## src/rtl/tmc_map.svh

```systemverilog
// register map, field layout, reset values and timing counts of the timer
`ifndef TMC_MAP_SVH
`define TMC_MAP_SVH
// Notes on behaviour
// - interval mode counts one per source tick while start field is 01
// - interval mode match raises interrupt, clears counter, keeps counting
// - auto-capture copies live count to capture register each source tick while mode field is 00
// - trigger mode holds counter until trigger edge, then counts source ticks
// - trigger mode match clears and halts counter and raises interrupt
// - with trigger-stop set, opposite edge before match clears and halts silently
// - halted trigger timer restarts from zero at next trigger edge
// - trigger-stop clear ignores opposite edge and repeated triggers while counting
// - pin filter rejects pulses up to 4/fc, passes pulses of 12/fc or more
// - low-clock modes bypass filter; source holds levels one machine cycle
// - event mode counts selected pin edges instead of the internal clock
// - event mode checks match at opposite edge, interrupts, clears, continues
// - window mode counts source ticks gated by pin level per polarity
// - window mode match raises interrupt and clears counter
// - mode field 00 selects timer/trigger/event, 01 selects window
// - start field: 00 stop and clear, 01 command, 10 rising, 11 falling
// - new limit takes effect at first source tick after upper half write
// - entering stop power mode forces start field to 00
`define TMC_OFS_CTRL 6'h00
`define TMC_OFS_LIMIT_LO 6'h04
`define TMC_OFS_LIMIT_HI 6'h08
`define TMC_OFS_CAPTURE 6'h0c
`define TMC_OFS_COUNT 6'h10
`define TMC_OFS_STATUS 6'h14
`define TMC_OFS_PRESC 6'h18
`define TMC_CTRL_MODE_LSB 0
`define TMC_CTRL_CLK_LSB 2
`define TMC_CTRL_START_LSB 4
`define TMC_CTRL_TSTOP_BIT 6
`define TMC_CTRL_ACAP_BIT 7
`define TMC_CTRL_RST 8'h00
`define TMC_LIMIT_RST 16'hffff
`define TMC_CAPTURE_RST 16'hffff
`define TMC_PRESC_RST 1'b0
`define TMC_FC_MHZ 200
`define TMC_REJECT_FC 4
`define TMC_ACCEPT_FC 12
`define TMC_DIV_SLOW 11
`define TMC_DIV_MID 7
`define TMC_DIV_FAST 3
`define TMC_DIV_LOWCLK 3
`endif

```

## src/rtl/tmc_pkg.sv

```systemverilog
// types shared by the timer files
package tmc_pkg;
  typedef enum logic [1:0]
  {
    TMC_MODE_TIMER = 2'b00,
    TMC_MODE_WINDOW = 2'b01,
    TMC_MODE_PULSE = 2'b10,
    TMC_MODE_PPG = 2'b11
  } tmc_mode_t;
  typedef enum logic [1:0]
  {
    TMC_START_STOP = 2'b00,
    TMC_START_CMD = 2'b01,
    TMC_START_RISE = 2'b10,
    TMC_START_FALL = 2'b11
  } tmc_start_t;
  typedef enum logic [1:0]
  {
    TMC_ST_IDLE = 2'b00,
    TMC_ST_RUN = 2'b01,
    TMC_ST_HALT = 2'b10
  } tmc_state_t;
endpackage

```

## src/rtl/tmc_pin_filter.sv

```systemverilog
// noise filter and edge detector for the count input pin
`timescale 1ns/1ps
module tmc_pin_filter
  import tmc_pkg::*;
#(
  parameter int unsigned STABLE_CYCLES = 8
)
(
  input wire logic clk_sys,
  input wire logic rst_n,
  input wire logic pin_in,
  input wire logic bypass,
  output logic level_out,
  output logic rise_out,
  output logic fall_out
);
  initial
  begin
    if (STABLE_CYCLES < 2 || STABLE_CYCLES > 255)
      $error("tmc_pin_filter: STABLE_CYCLES out of range");
  end

  logic pin_ff;
  logic [7:0] run_ff;
  logic level_ff;
  logic prev_ff;
  logic nxt_level;

  always_ff @(posedge clk_sys or negedge rst_n)
  begin
    if (!rst_n)
      pin_ff <= 1'b0;
    else
      pin_ff <= pin_in;
  end

  // level must hold a whole window before it is believed
  always_ff @(posedge clk_sys or negedge rst_n)
  begin
    if (!rst_n)
      run_ff <= 8'h00;
    else if (pin_ff == level_ff)
      run_ff <= 8'h00;
    else
      run_ff <= run_ff + 8'h01;
  end

  always_comb
  begin
    nxt_level = level_ff;
    if (bypass)
      nxt_level = pin_ff;
    else if (pin_ff != level_ff && run_ff == 8'(STABLE_CYCLES - 1))
      nxt_level = pin_ff;
  end

  always_ff @(posedge clk_sys or negedge rst_n)
  begin
    if (!rst_n)
    begin
      level_ff <= 1'b0;
      prev_ff <= 1'b0;
    end
    else
    begin
      level_ff <= nxt_level;
      prev_ff <= level_ff;
    end
  end

  assign level_out = level_ff;
  assign rise_out = level_ff & ~prev_ff;
  assign fall_out = ~level_ff & prev_ff;
endmodule

```

## src/rtl/tmc_timer.sv

```systemverilog
// multimode 16-bit timer counter with an axi4-lite register slave
`timescale 1ns/1ps
`include "tmc_map.svh"
module tmc_timer
  import tmc_pkg::*;
#(
  parameter int unsigned CNT_W = 16,
  parameter int unsigned FILTER_CYCLES = 8
)
(
  input wire logic clk_sys,
  input wire logic rst_n,
  input wire logic s_axi_awvalid,
  output logic s_axi_awready,
  input wire logic [5:0] s_axi_awaddr,
  input wire logic [2:0] s_axi_awprot,
  input wire logic s_axi_wvalid,
  output logic s_axi_wready,
  input wire logic [31:0] s_axi_wdata,
  input wire logic [3:0] s_axi_wstrb,
  output logic s_axi_bvalid,
  input wire logic s_axi_bready,
  output logic [1:0] s_axi_bresp,
  input wire logic s_axi_arvalid,
  output logic s_axi_arready,
  input wire logic [5:0] s_axi_araddr,
  input wire logic [2:0] s_axi_arprot,
  output logic s_axi_rvalid,
  input wire logic s_axi_rready,
  output logic [31:0] s_axi_rdata,
  output logic [1:0] s_axi_rresp,
  input wire logic count_input_pin,
  input wire logic low_clock_run_mode,
  input wire logic low_clock_sleep_mode,
  input wire logic stop_mode_entry,
  output logic match_interrupt
);
  initial
  begin
    if (CNT_W != 16)
      $error("tmc_timer: CNT_W must be 16");
    if (FILTER_CYCLES <= `TMC_REJECT_FC || FILTER_CYCLES >= `TMC_ACCEPT_FC)
      $error("tmc_timer: FILTER_CYCLES must lie in (4,12)");
  end

  localparam logic [1:0] RESP_OK = 2'b00;
  localparam logic [1:0] RESP_ERR = 2'b10;

  logic [7:0] ctrl_ff;
  logic [15:0] limit_ff;
  logic [15:0] limit_stage_ff;
  logic limit_pend_ff;
  logic [15:0] capture_ff;
  logic [15:0] count_ff;
  logic prescaler_tap_select_ff;
  logic match_ff;
  logic [10:0] div_ff;
  logic [10:0] div_prev_ff;
  logic tick;
  tmc_state_t state_ff;
  tmc_state_t nxt_state;
  logic [15:0] nxt_count;
  logic hit;

  logic low_clk;
  logic pin_level;
  logic pin_rise;
  logic pin_fall;

  tmc_mode_t mode_select_field;
  tmc_start_t start_control_field;
  logic [1:0] source_clock_select;
  logic trigger_stop_select;
  logic auto_capture_enable;
  logic trig_edge;
  logic opp_edge;
  logic gate_level;
  logic event_mode;
  logic src_tick;

  // axi write and read paths
  logic aw_ff;
  logic w_ff;
  logic [5:0] awaddr_ff;
  logic [31:0] wdata_ff;
  logic [3:0] wstrb_ff;
  logic bvalid_ff;
  logic [1:0] bresp_ff;
  logic rvalid_ff;
  logic [31:0] rdata_ff;
  logic [1:0] rresp_ff;
  logic wr_go;
  logic wr_hit;

  assign mode_select_field = tmc_mode_t'(ctrl_ff[`TMC_CTRL_MODE_LSB +: 2]);
  assign source_clock_select = ctrl_ff[`TMC_CTRL_CLK_LSB +: 2];
  assign start_control_field =
    tmc_start_t'(ctrl_ff[`TMC_CTRL_START_LSB +: 2]);
  assign trigger_stop_select = ctrl_ff[`TMC_CTRL_TSTOP_BIT];
  assign auto_capture_enable = ctrl_ff[`TMC_CTRL_ACAP_BIT];
  assign low_clk = low_clock_run_mode | low_clock_sleep_mode;

  tmc_pin_filter #(
    .STABLE_CYCLES(FILTER_CYCLES)
  ) u_filter (
    .clk_sys(clk_sys),
    .rst_n(rst_n),
    .pin_in(count_input_pin),
    .bypass(low_clk),
    .level_out(pin_level),
    .rise_out(pin_rise),
    .fall_out(pin_fall)
  );

  // falling-edge code selects the opposite polarity
  assign trig_edge = (start_control_field == TMC_START_FALL) ? pin_fall
                                                             : pin_rise;
  assign opp_edge = (start_control_field == TMC_START_FALL) ? pin_rise
                                                            : pin_fall;
  assign gate_level = (start_control_field == TMC_START_FALL) ? ~pin_level
                                                              : pin_level;

  // source select 11 in mode 00 with start code 10 or 11 turns the pin edges into the count clock
  assign event_mode = (mode_select_field == TMC_MODE_TIMER)
    && (source_clock_select == 2'b11)
    && (start_control_field == TMC_START_RISE
        || start_control_field == TMC_START_FALL);
  assign src_tick = event_mode ? trig_edge : tick;

  // free-running prescaler; low-clock modes use the TMC_DIV_LOWCLK tap only
  always_ff @(posedge clk_sys or negedge rst_n)
  begin
    if (!rst_n)
    begin
      div_ff <= 11'h000;
      div_prev_ff <= 11'h000;
    end
    else
    begin
      div_ff <= div_ff + 11'h001;
      div_prev_ff <= div_ff;
    end
  end

  always_comb
  begin
    tick = 1'b0;
    if (low_clk)
      tick = div_ff[`TMC_DIV_LOWCLK - 1] & ~div_prev_ff[`TMC_DIV_LOWCLK - 1];
    else
      case (source_clock_select)
        2'b00:
          tick = prescaler_tap_select_ff
            ? (div_ff[`TMC_DIV_LOWCLK - 1] & ~div_prev_ff[`TMC_DIV_LOWCLK - 1])
            : (div_ff[`TMC_DIV_SLOW - 1] & ~div_prev_ff[`TMC_DIV_SLOW - 1]);
        2'b01:
          tick = div_ff[`TMC_DIV_MID - 1] & ~div_prev_ff[`TMC_DIV_MID - 1];
        2'b10:
          tick = div_ff[`TMC_DIV_FAST - 1] & ~div_prev_ff[`TMC_DIV_FAST - 1];
        default:
          tick = 1'b0;
      endcase
  end

  assign hit = (count_ff == limit_ff);

  // counting state machine for interval, trigger, event and window modes; mode codes 10 and 11 stay idle
  always_comb
  begin
    nxt_state = state_ff;
    nxt_count = count_ff;
    if (start_control_field == TMC_START_STOP)
    begin
      nxt_state = TMC_ST_IDLE;
      nxt_count = 16'h0000;
    end
    else if (mode_select_field == TMC_MODE_WINDOW)
    begin
      nxt_state = TMC_ST_RUN;
      if (tick && gate_level && start_control_field != TMC_START_CMD)
        nxt_count = count_ff + 16'h0001;
      if (hit)
        nxt_count = 16'h0000;
    end
    else if (event_mode)
    begin
      nxt_state = TMC_ST_RUN;
      if (opp_edge && hit)
        nxt_count = 16'h0000;
      else if (trig_edge)
        nxt_count = count_ff + 16'h0001;
    end
    else if (mode_select_field == TMC_MODE_TIMER)
    begin
      case (start_control_field)
        TMC_START_CMD:
        begin
          nxt_state = TMC_ST_RUN;
          if (hit)
            nxt_count = 16'h0000;
          else if (tick)
            nxt_count = count_ff + 16'h0001;
        end
        default:
        begin
          if (state_ff == TMC_ST_RUN)
          begin
            if (hit)
            begin
              nxt_state = TMC_ST_HALT;
              nxt_count = 16'h0000;
            end
            else if (trigger_stop_select && opp_edge)
            begin
              nxt_state = TMC_ST_HALT;
              nxt_count = 16'h0000;
            end
            else if (tick)
              nxt_count = count_ff + 16'h0001;
          end
          else if (trig_edge)
          begin
            nxt_state = TMC_ST_RUN;
            nxt_count = 16'h0000;
          end
        end
      endcase
    end
    else
      nxt_state = TMC_ST_IDLE;
  end

  always_ff @(posedge clk_sys or negedge rst_n)
  begin
    if (!rst_n)
    begin
      state_ff <= TMC_ST_IDLE;
      count_ff <= 16'h0000;
    end
    else
    begin
      state_ff <= nxt_state;
      count_ff <= nxt_count;
    end
  end

  // registered match flag; decoded from the live compare each cycle, not from its edge
  logic nxt_match;
  always_comb
  begin
    nxt_match = 1'b0;
    if (start_control_field != TMC_START_STOP && hit)
    begin
      if (mode_select_field == TMC_MODE_WINDOW)
        nxt_match = 1'b1;
      else if (event_mode)
        nxt_match = opp_edge;
      else if (mode_select_field == TMC_MODE_TIMER)
        nxt_match = (start_control_field == TMC_START_CMD)
          || (state_ff == TMC_ST_RUN);
    end
  end

  always_ff @(posedge clk_sys or negedge rst_n)
  begin
    if (!rst_n)
      match_ff <= 1'b0;
    else
      match_ff <= nxt_match;
  end
  assign match_interrupt = match_ff;

  // with auto-capture set in mode 00, capture follows the live count on each source tick
  always_ff @(posedge clk_sys or negedge rst_n)
  begin
    if (!rst_n)
      capture_ff <= `TMC_CAPTURE_RST;
    else if (auto_capture_enable && src_tick
             && mode_select_field == TMC_MODE_TIMER
             && start_control_field != TMC_START_STOP)
      capture_ff <= count_ff;
  end

  // limit staging: upper half write arms, next source tick loads
  always_ff @(posedge clk_sys or negedge rst_n)
  begin
    if (!rst_n)
    begin
      limit_ff <= `TMC_LIMIT_RST;
      limit_pend_ff <= 1'b0;
    end
    else if (wr_go && wr_hit && awaddr_ff == `TMC_OFS_LIMIT_HI)
      limit_pend_ff <= 1'b1;
    else if (limit_pend_ff && src_tick)
    begin
      limit_ff <= limit_stage_ff;
      limit_pend_ff <= 1'b0;
    end
  end

  always_ff @(posedge clk_sys or negedge rst_n)
  begin
    if (!rst_n)
      limit_stage_ff <= `TMC_LIMIT_RST;
    else if (wr_go && awaddr_ff == `TMC_OFS_LIMIT_LO && wstrb_ff[0])
      limit_stage_ff[7:0] <= wdata_ff[7:0];
    else if (wr_go && awaddr_ff == `TMC_OFS_LIMIT_HI && wstrb_ff[0])
      limit_stage_ff[15:8] <= wdata_ff[7:0];
  end

  // control register; stop mode entry wins over a software write
  always_ff @(posedge clk_sys or negedge rst_n)
  begin
    if (!rst_n)
      ctrl_ff <= `TMC_CTRL_RST;
    else if (stop_mode_entry)
      ctrl_ff[`TMC_CTRL_START_LSB +: 2] <= TMC_START_STOP;
    else if (wr_go && awaddr_ff == `TMC_OFS_CTRL && wstrb_ff[0])
      ctrl_ff <= wdata_ff[7:0];
  end

  always_ff @(posedge clk_sys or negedge rst_n)
  begin
    if (!rst_n)
      prescaler_tap_select_ff <= `TMC_PRESC_RST;
    else if (wr_go && awaddr_ff == `TMC_OFS_PRESC && wstrb_ff[0])
      prescaler_tap_select_ff <= wdata_ff[0];
  end

  // axi4-lite write: address and data taken in either order
  assign s_axi_awready = ~aw_ff & ~bvalid_ff;
  assign s_axi_wready = ~w_ff & ~bvalid_ff;
  assign wr_go = aw_ff & w_ff & ~bvalid_ff;
  assign wr_hit = (awaddr_ff == `TMC_OFS_CTRL)
    || (awaddr_ff == `TMC_OFS_LIMIT_LO) || (awaddr_ff == `TMC_OFS_LIMIT_HI)
    || (awaddr_ff == `TMC_OFS_PRESC);

  always_ff @(posedge clk_sys or negedge rst_n)
  begin
    if (!rst_n)
    begin
      aw_ff <= 1'b0;
      w_ff <= 1'b0;
      awaddr_ff <= 6'h00;
      wdata_ff <= 32'h0000_0000;
      wstrb_ff <= 4'h0;
    end
    else if (wr_go)
    begin
      aw_ff <= 1'b0;
      w_ff <= 1'b0;
    end
    else
    begin
      if (s_axi_awvalid && s_axi_awready)
      begin
        aw_ff <= 1'b1;
        awaddr_ff <= {s_axi_awaddr[5:2], 2'b00};
      end
      if (s_axi_wvalid && s_axi_wready)
      begin
        w_ff <= 1'b1;
        wdata_ff <= s_axi_wdata;
        wstrb_ff <= s_axi_wstrb;
      end
    end
  end

  always_ff @(posedge clk_sys or negedge rst_n)
  begin
    if (!rst_n)
    begin
      bvalid_ff <= 1'b0;
      bresp_ff <= RESP_OK;
    end
    else if (wr_go)
    begin
      bvalid_ff <= 1'b1;
      bresp_ff <= wr_hit ? RESP_OK : RESP_ERR;
    end
    else if (s_axi_bready)
      bvalid_ff <= 1'b0;
  end
  assign s_axi_bvalid = bvalid_ff;
  assign s_axi_bresp = bresp_ff;

  // axi4-lite read: one cycle to answer, held until rready
  assign s_axi_arready = ~rvalid_ff;
  always_ff @(posedge clk_sys or negedge rst_n)
  begin
    if (!rst_n)
    begin
      rvalid_ff <= 1'b0;
      rdata_ff <= 32'h0000_0000;
      rresp_ff <= RESP_OK;
    end
    else if (s_axi_arvalid && ~rvalid_ff)
    begin
      rvalid_ff <= 1'b1;
      rresp_ff <= RESP_OK;
      case ({s_axi_araddr[5:2], 2'b00})
        `TMC_OFS_CTRL: rdata_ff <= {24'h000000, ctrl_ff};
        `TMC_OFS_LIMIT_LO: rdata_ff <= {24'h000000, limit_ff[7:0]};
        `TMC_OFS_LIMIT_HI: rdata_ff <= {24'h000000, limit_ff[15:8]};
        `TMC_OFS_CAPTURE: rdata_ff <= {16'h0000, capture_ff};
        `TMC_OFS_COUNT: rdata_ff <= {16'h0000, count_ff};
        `TMC_OFS_STATUS: rdata_ff <= {28'h0000000, limit_pend_ff,
                                      pin_level, state_ff};
        `TMC_OFS_PRESC: rdata_ff <= {31'h00000000, prescaler_tap_select_ff};
        default:
        begin
          rdata_ff <= 32'h0000_0000;
          rresp_ff <= RESP_ERR;
        end
      endcase
    end
    else if (s_axi_rready)
      rvalid_ff <= 1'b0;
  end
  assign s_axi_rvalid = rvalid_ff;
  assign s_axi_rdata = rdata_ff;
  assign s_axi_rresp = rresp_ff;
endmodule

```

## config.mk

```make
export PLATFORM = sky130hd
export DESIGN_NAME = tmc_timer
export DESIGN_NICKNAME = d
export VERILOG_FILES = /design/src/rtl/tmc_pkg.sv /design/src/rtl/tmc_pin_filter.sv /design/src/rtl/tmc_timer.sv
export VERILOG_INCLUDE_DIRS = /design/src /design/src/rtl
export SDC_FILE = /design/constraint.sdc
export NUM_CORES = 1
export LEC_CHECK = 0
export ABC_AREA = 1
export BUFFER_PORTS_ARGS = -buffer_cell sky130_fd_sc_hd__buf_2
export CAP_MARGIN = 10
export CORE_MARGIN = 5
export CORE_UTILIZATION = 51
export CTS_CLUSTER_DIAMETER = 80
export DETAILED_ROUTE_END_ITERATION = 7
export PLACE_DENSITY_LB_ADDON = 0.2
export SYNTH_ARGS = -nofsm -noshare
export SYNTH_HDL_FRONTEND = slang
export SYNTH_SLANG_ARGS = --single-unit
```

## constraint.sdc

```tcl
create_clock -name clk_sys -period 2.5 [get_ports clk_sys]
set_input_delay 0.25 -clock clk_sys [delete_from_list [all_inputs] [get_ports clk_sys]]
set_output_delay 0.25 -clock clk_sys [all_outputs]
set_load 0.02 [all_outputs]
```

==> results.cfg <==
[run_status]
status = finished, final reports clean

[sta]
timing.final.ws_setup_ps = 272.3
setup_violations = 0
setup-tns-final_ps = 0
max_freq_mhz = 448.9
drv_slew = 0
clock_skew_ps = 14.66
worstMarginPinSlew_ps = 621.8
period_needed_ps = 2228
hold_violations = 0
relSlewSlack_pct = 58.25
grt_setup_unrepaired = no
finalCritPeriodShare_pct = 89.11

[final_layout]
n_antenna_cell = 0
layout_common_cells = nand2_1 (274), inv_1 (98), dfrtp_1 (89), nor2_1 (87), o21ai_0 (58)
mostFrequentLayoutCell = nand2_1
finalInstanceArea_mm2 = 0.008219
area_growth_pct = 15.14
fill_cells = 1267
final_util_pct = 59.44
layout-drive-gt1-share_pct = 18.73
nNetsFinal = 1048

[setup_path]
cp-end-kind = flop
r2r_slack_ps = 270
worstPathRequired_ps = 2810
cp-start-kind = flop
timing.rr.start = count_ff[0]
reg2reg_depth = 13
arrival_ps = 2540
cp_max_fo = 18
startpoint = count_ff[0]
crit_type = reg -> reg
r2r_end = count_ff[5]
endpoint = count_ff[5]

[yosys]
synth_xor_xnor_area_share_pct = 2.822
synth.largest_area_cell = dfrtp_1
synthArstFlopShare_pct = 100.0
synth-seq-area-share_pct = 48.87
syn_inst = 913
synth-compound-area-share_pct = 10.74
synthTopCellsByArea = dfrtp_1 (31%), dfstp_2 (18%), nand2_1 (14%)
syn_area_per_cell_um2 = 7.818
synth_top_family_by_area = simple AND/OR/NAND/NOR gates
ys_types = 47
ys_seq_elements = 137
yosys_warnings = 0
synthAdderAreaFrac_pct = 0.5259
ys.flop_type = dfrtp_1
synth-edff-count = 0
synth_mux_area_share_pct = 0.4557
syn_area_mm2 = 0.007138
synth_top_area_share_pct = 31.20
synth_simple_gate_area_share_pct = 27.26

[clock_tree]
cts_htree_levels = 4
clk_path_buf_depth = 2
cts_buffers = 17
clk_pin_slew_ps = 60
ctsHoldBuffers = 3
cts.sinks = 137
clkLatencyLatePin_ps = 430
root_buffer = clkbuf_16
post_cts_buffers = 0
cts_tree = done
ctsResizeCount = 0

[detailed_routing]
drt-met1-wl_um = 8145
met3_length_um = 1041
first_iter_violations = 597
drcViolationCount = 0
first_pass_iters = 5
ant_nets = 0
detailroute.wirelength.met2_um = 8423
routed.top_layer = met4
drt-wirelength-per-cell_um = 15.17
vias = 5995
avgViaCountPerCell = 5.111
wl_um = 17800

[place]
gp_congestion = 0.9404
dp.final_hpwl_um = 13130
preCtsSetupSlack_ps = 291.9
placed_cell_area_mm2 = 0.007576
io_buffers = 51

[die]
row_count = 43
start_util_pct = 51.62
die-area_mm2 = 0.01646
die_w_um = 128.3
die_y_um = 128.3
ios = 107
core_area_mm2 = 0.01383

[global_routing]
grt_overflow = 0
grt_usage_pct = 22.86
grt_pass1_vias = 5775
grt_pass1_wl_um = 29490
antenna_found_initial = 0
grt_max_degree = 64

[flow_run]
maxCapViolCount = 0

[pwr]
p_leak_nw = 4.166
p_per_area_mw_per_mm2 = 923.5
peakVddDrop_mv = 0.7003

[hold_path]
hold_class = in -> reg
metal layers:
metal | up-vias | track usage, %
li1 | 3017 | -
met3 | 13 | 4.875
met4 | 0 | 5.618
met1 | 2804 | 31.60
met2 | 161 | 36.99
met5 | - | 0
state kept, by name, summed over array words and instances (netlist names), 2 cells and up:
signal           cells
wdata_ff             8
u_filter.run_ff      8
ctrl_ff              8
div_prev_ff          3
s_axi_rdata         16
count_ff            16
awaddr_ff            4
limit_stage_ff      16
div_ff              11
capture_ff          16
state_ff             2
limit_ff            16
layout make-up:
cell class	count	area [um^2]	area share, %
Inverter	115	431.7	5.252
Sequential cell	137	3488	42.44
Multi-Input combinational cell	641	3052	37.13
Clock inverter	11	142.6	1.735
Tap cell	180	225.2	2.740
Timing Repair Buffer	68	409.1	4.978
Clock buffer	21	470.5	5.724
synth_stat cells (all sizes together) (7+ instances only):
cell type,count
buf,28
dfstp,48
clkbuf,9
nand3,41
dfrtp,89
xor2,19
o22ai,7
nor2,96
o21ai,76
nand2,281
nor3,19
a21oi,38
inv,115
nand4,12
stage by stage:
step	total power, W	hold WS [ps]	instances
2_1_floorplan	0.004446	-45.59	930
3_3_place_gp	0.004937	217.9	1138
3_5_place_dp	0.004999	219.6	1138
4_1_cts	0.007630	14.60	1173
5_1_grt	0.008060	34.92	1173
6_report	0.007590	21.73	1173
power breakdown:
| group | internal, W | switching, W | total (W) |
|---|---|---|---|
| registers | 0.00284 | 0.000317 | 0.00316 |
| logic | 0.000582 | 0.00124 | 0.00183 |
| clock network | 0.00164 | 0.000958 | 0.00260 |
logic make-up after synthesis:
| group | count (synthesis) |
|---|---|
| multiplexers | 3 |
| buffers and inverters | 152 |
| flip-flops | 137 |
| AO/OA/AOI/OAI | 138 |
| adder cells (fa/ha/maj) | 3 |
| AND/OR/NAND/NOR | 456 |
| other | 1 |
| XOR/XNOR | 23 |
worst min-delay path by stage:
stage / start / end / slack, ps / depth (start not counted)
floorplan: rst_n / aw_ff / -50 / 0
global route: s_axi_rready / s_axi_rvalid / 30 / 2
CTS: s_axi_rready / s_axi_rvalid / 10 / 2
global placement: rst_n / u_filter.run_ff[2] / 220 / 1
detailed placement: rst_n / u_filter.run_ff[1] / 220 / 1
finish: s_axi_rready / s_axi_rvalid / 20 / 2
worst max-delay path: stages, from the launching register on:
cell and delay (ps):
dfrtp_1 520, inv_2 100, nand2_1 70, nand2_1 50, nor2_1 90, nand2_1 90, nor2_4 160, nand2_4 110
nand2_2 140, nor2_2 80, nor2_8 300, nand2_1 220, nand3_1 130, inv_1 40
Note: power is estimated with default switching activity, not from simulation.
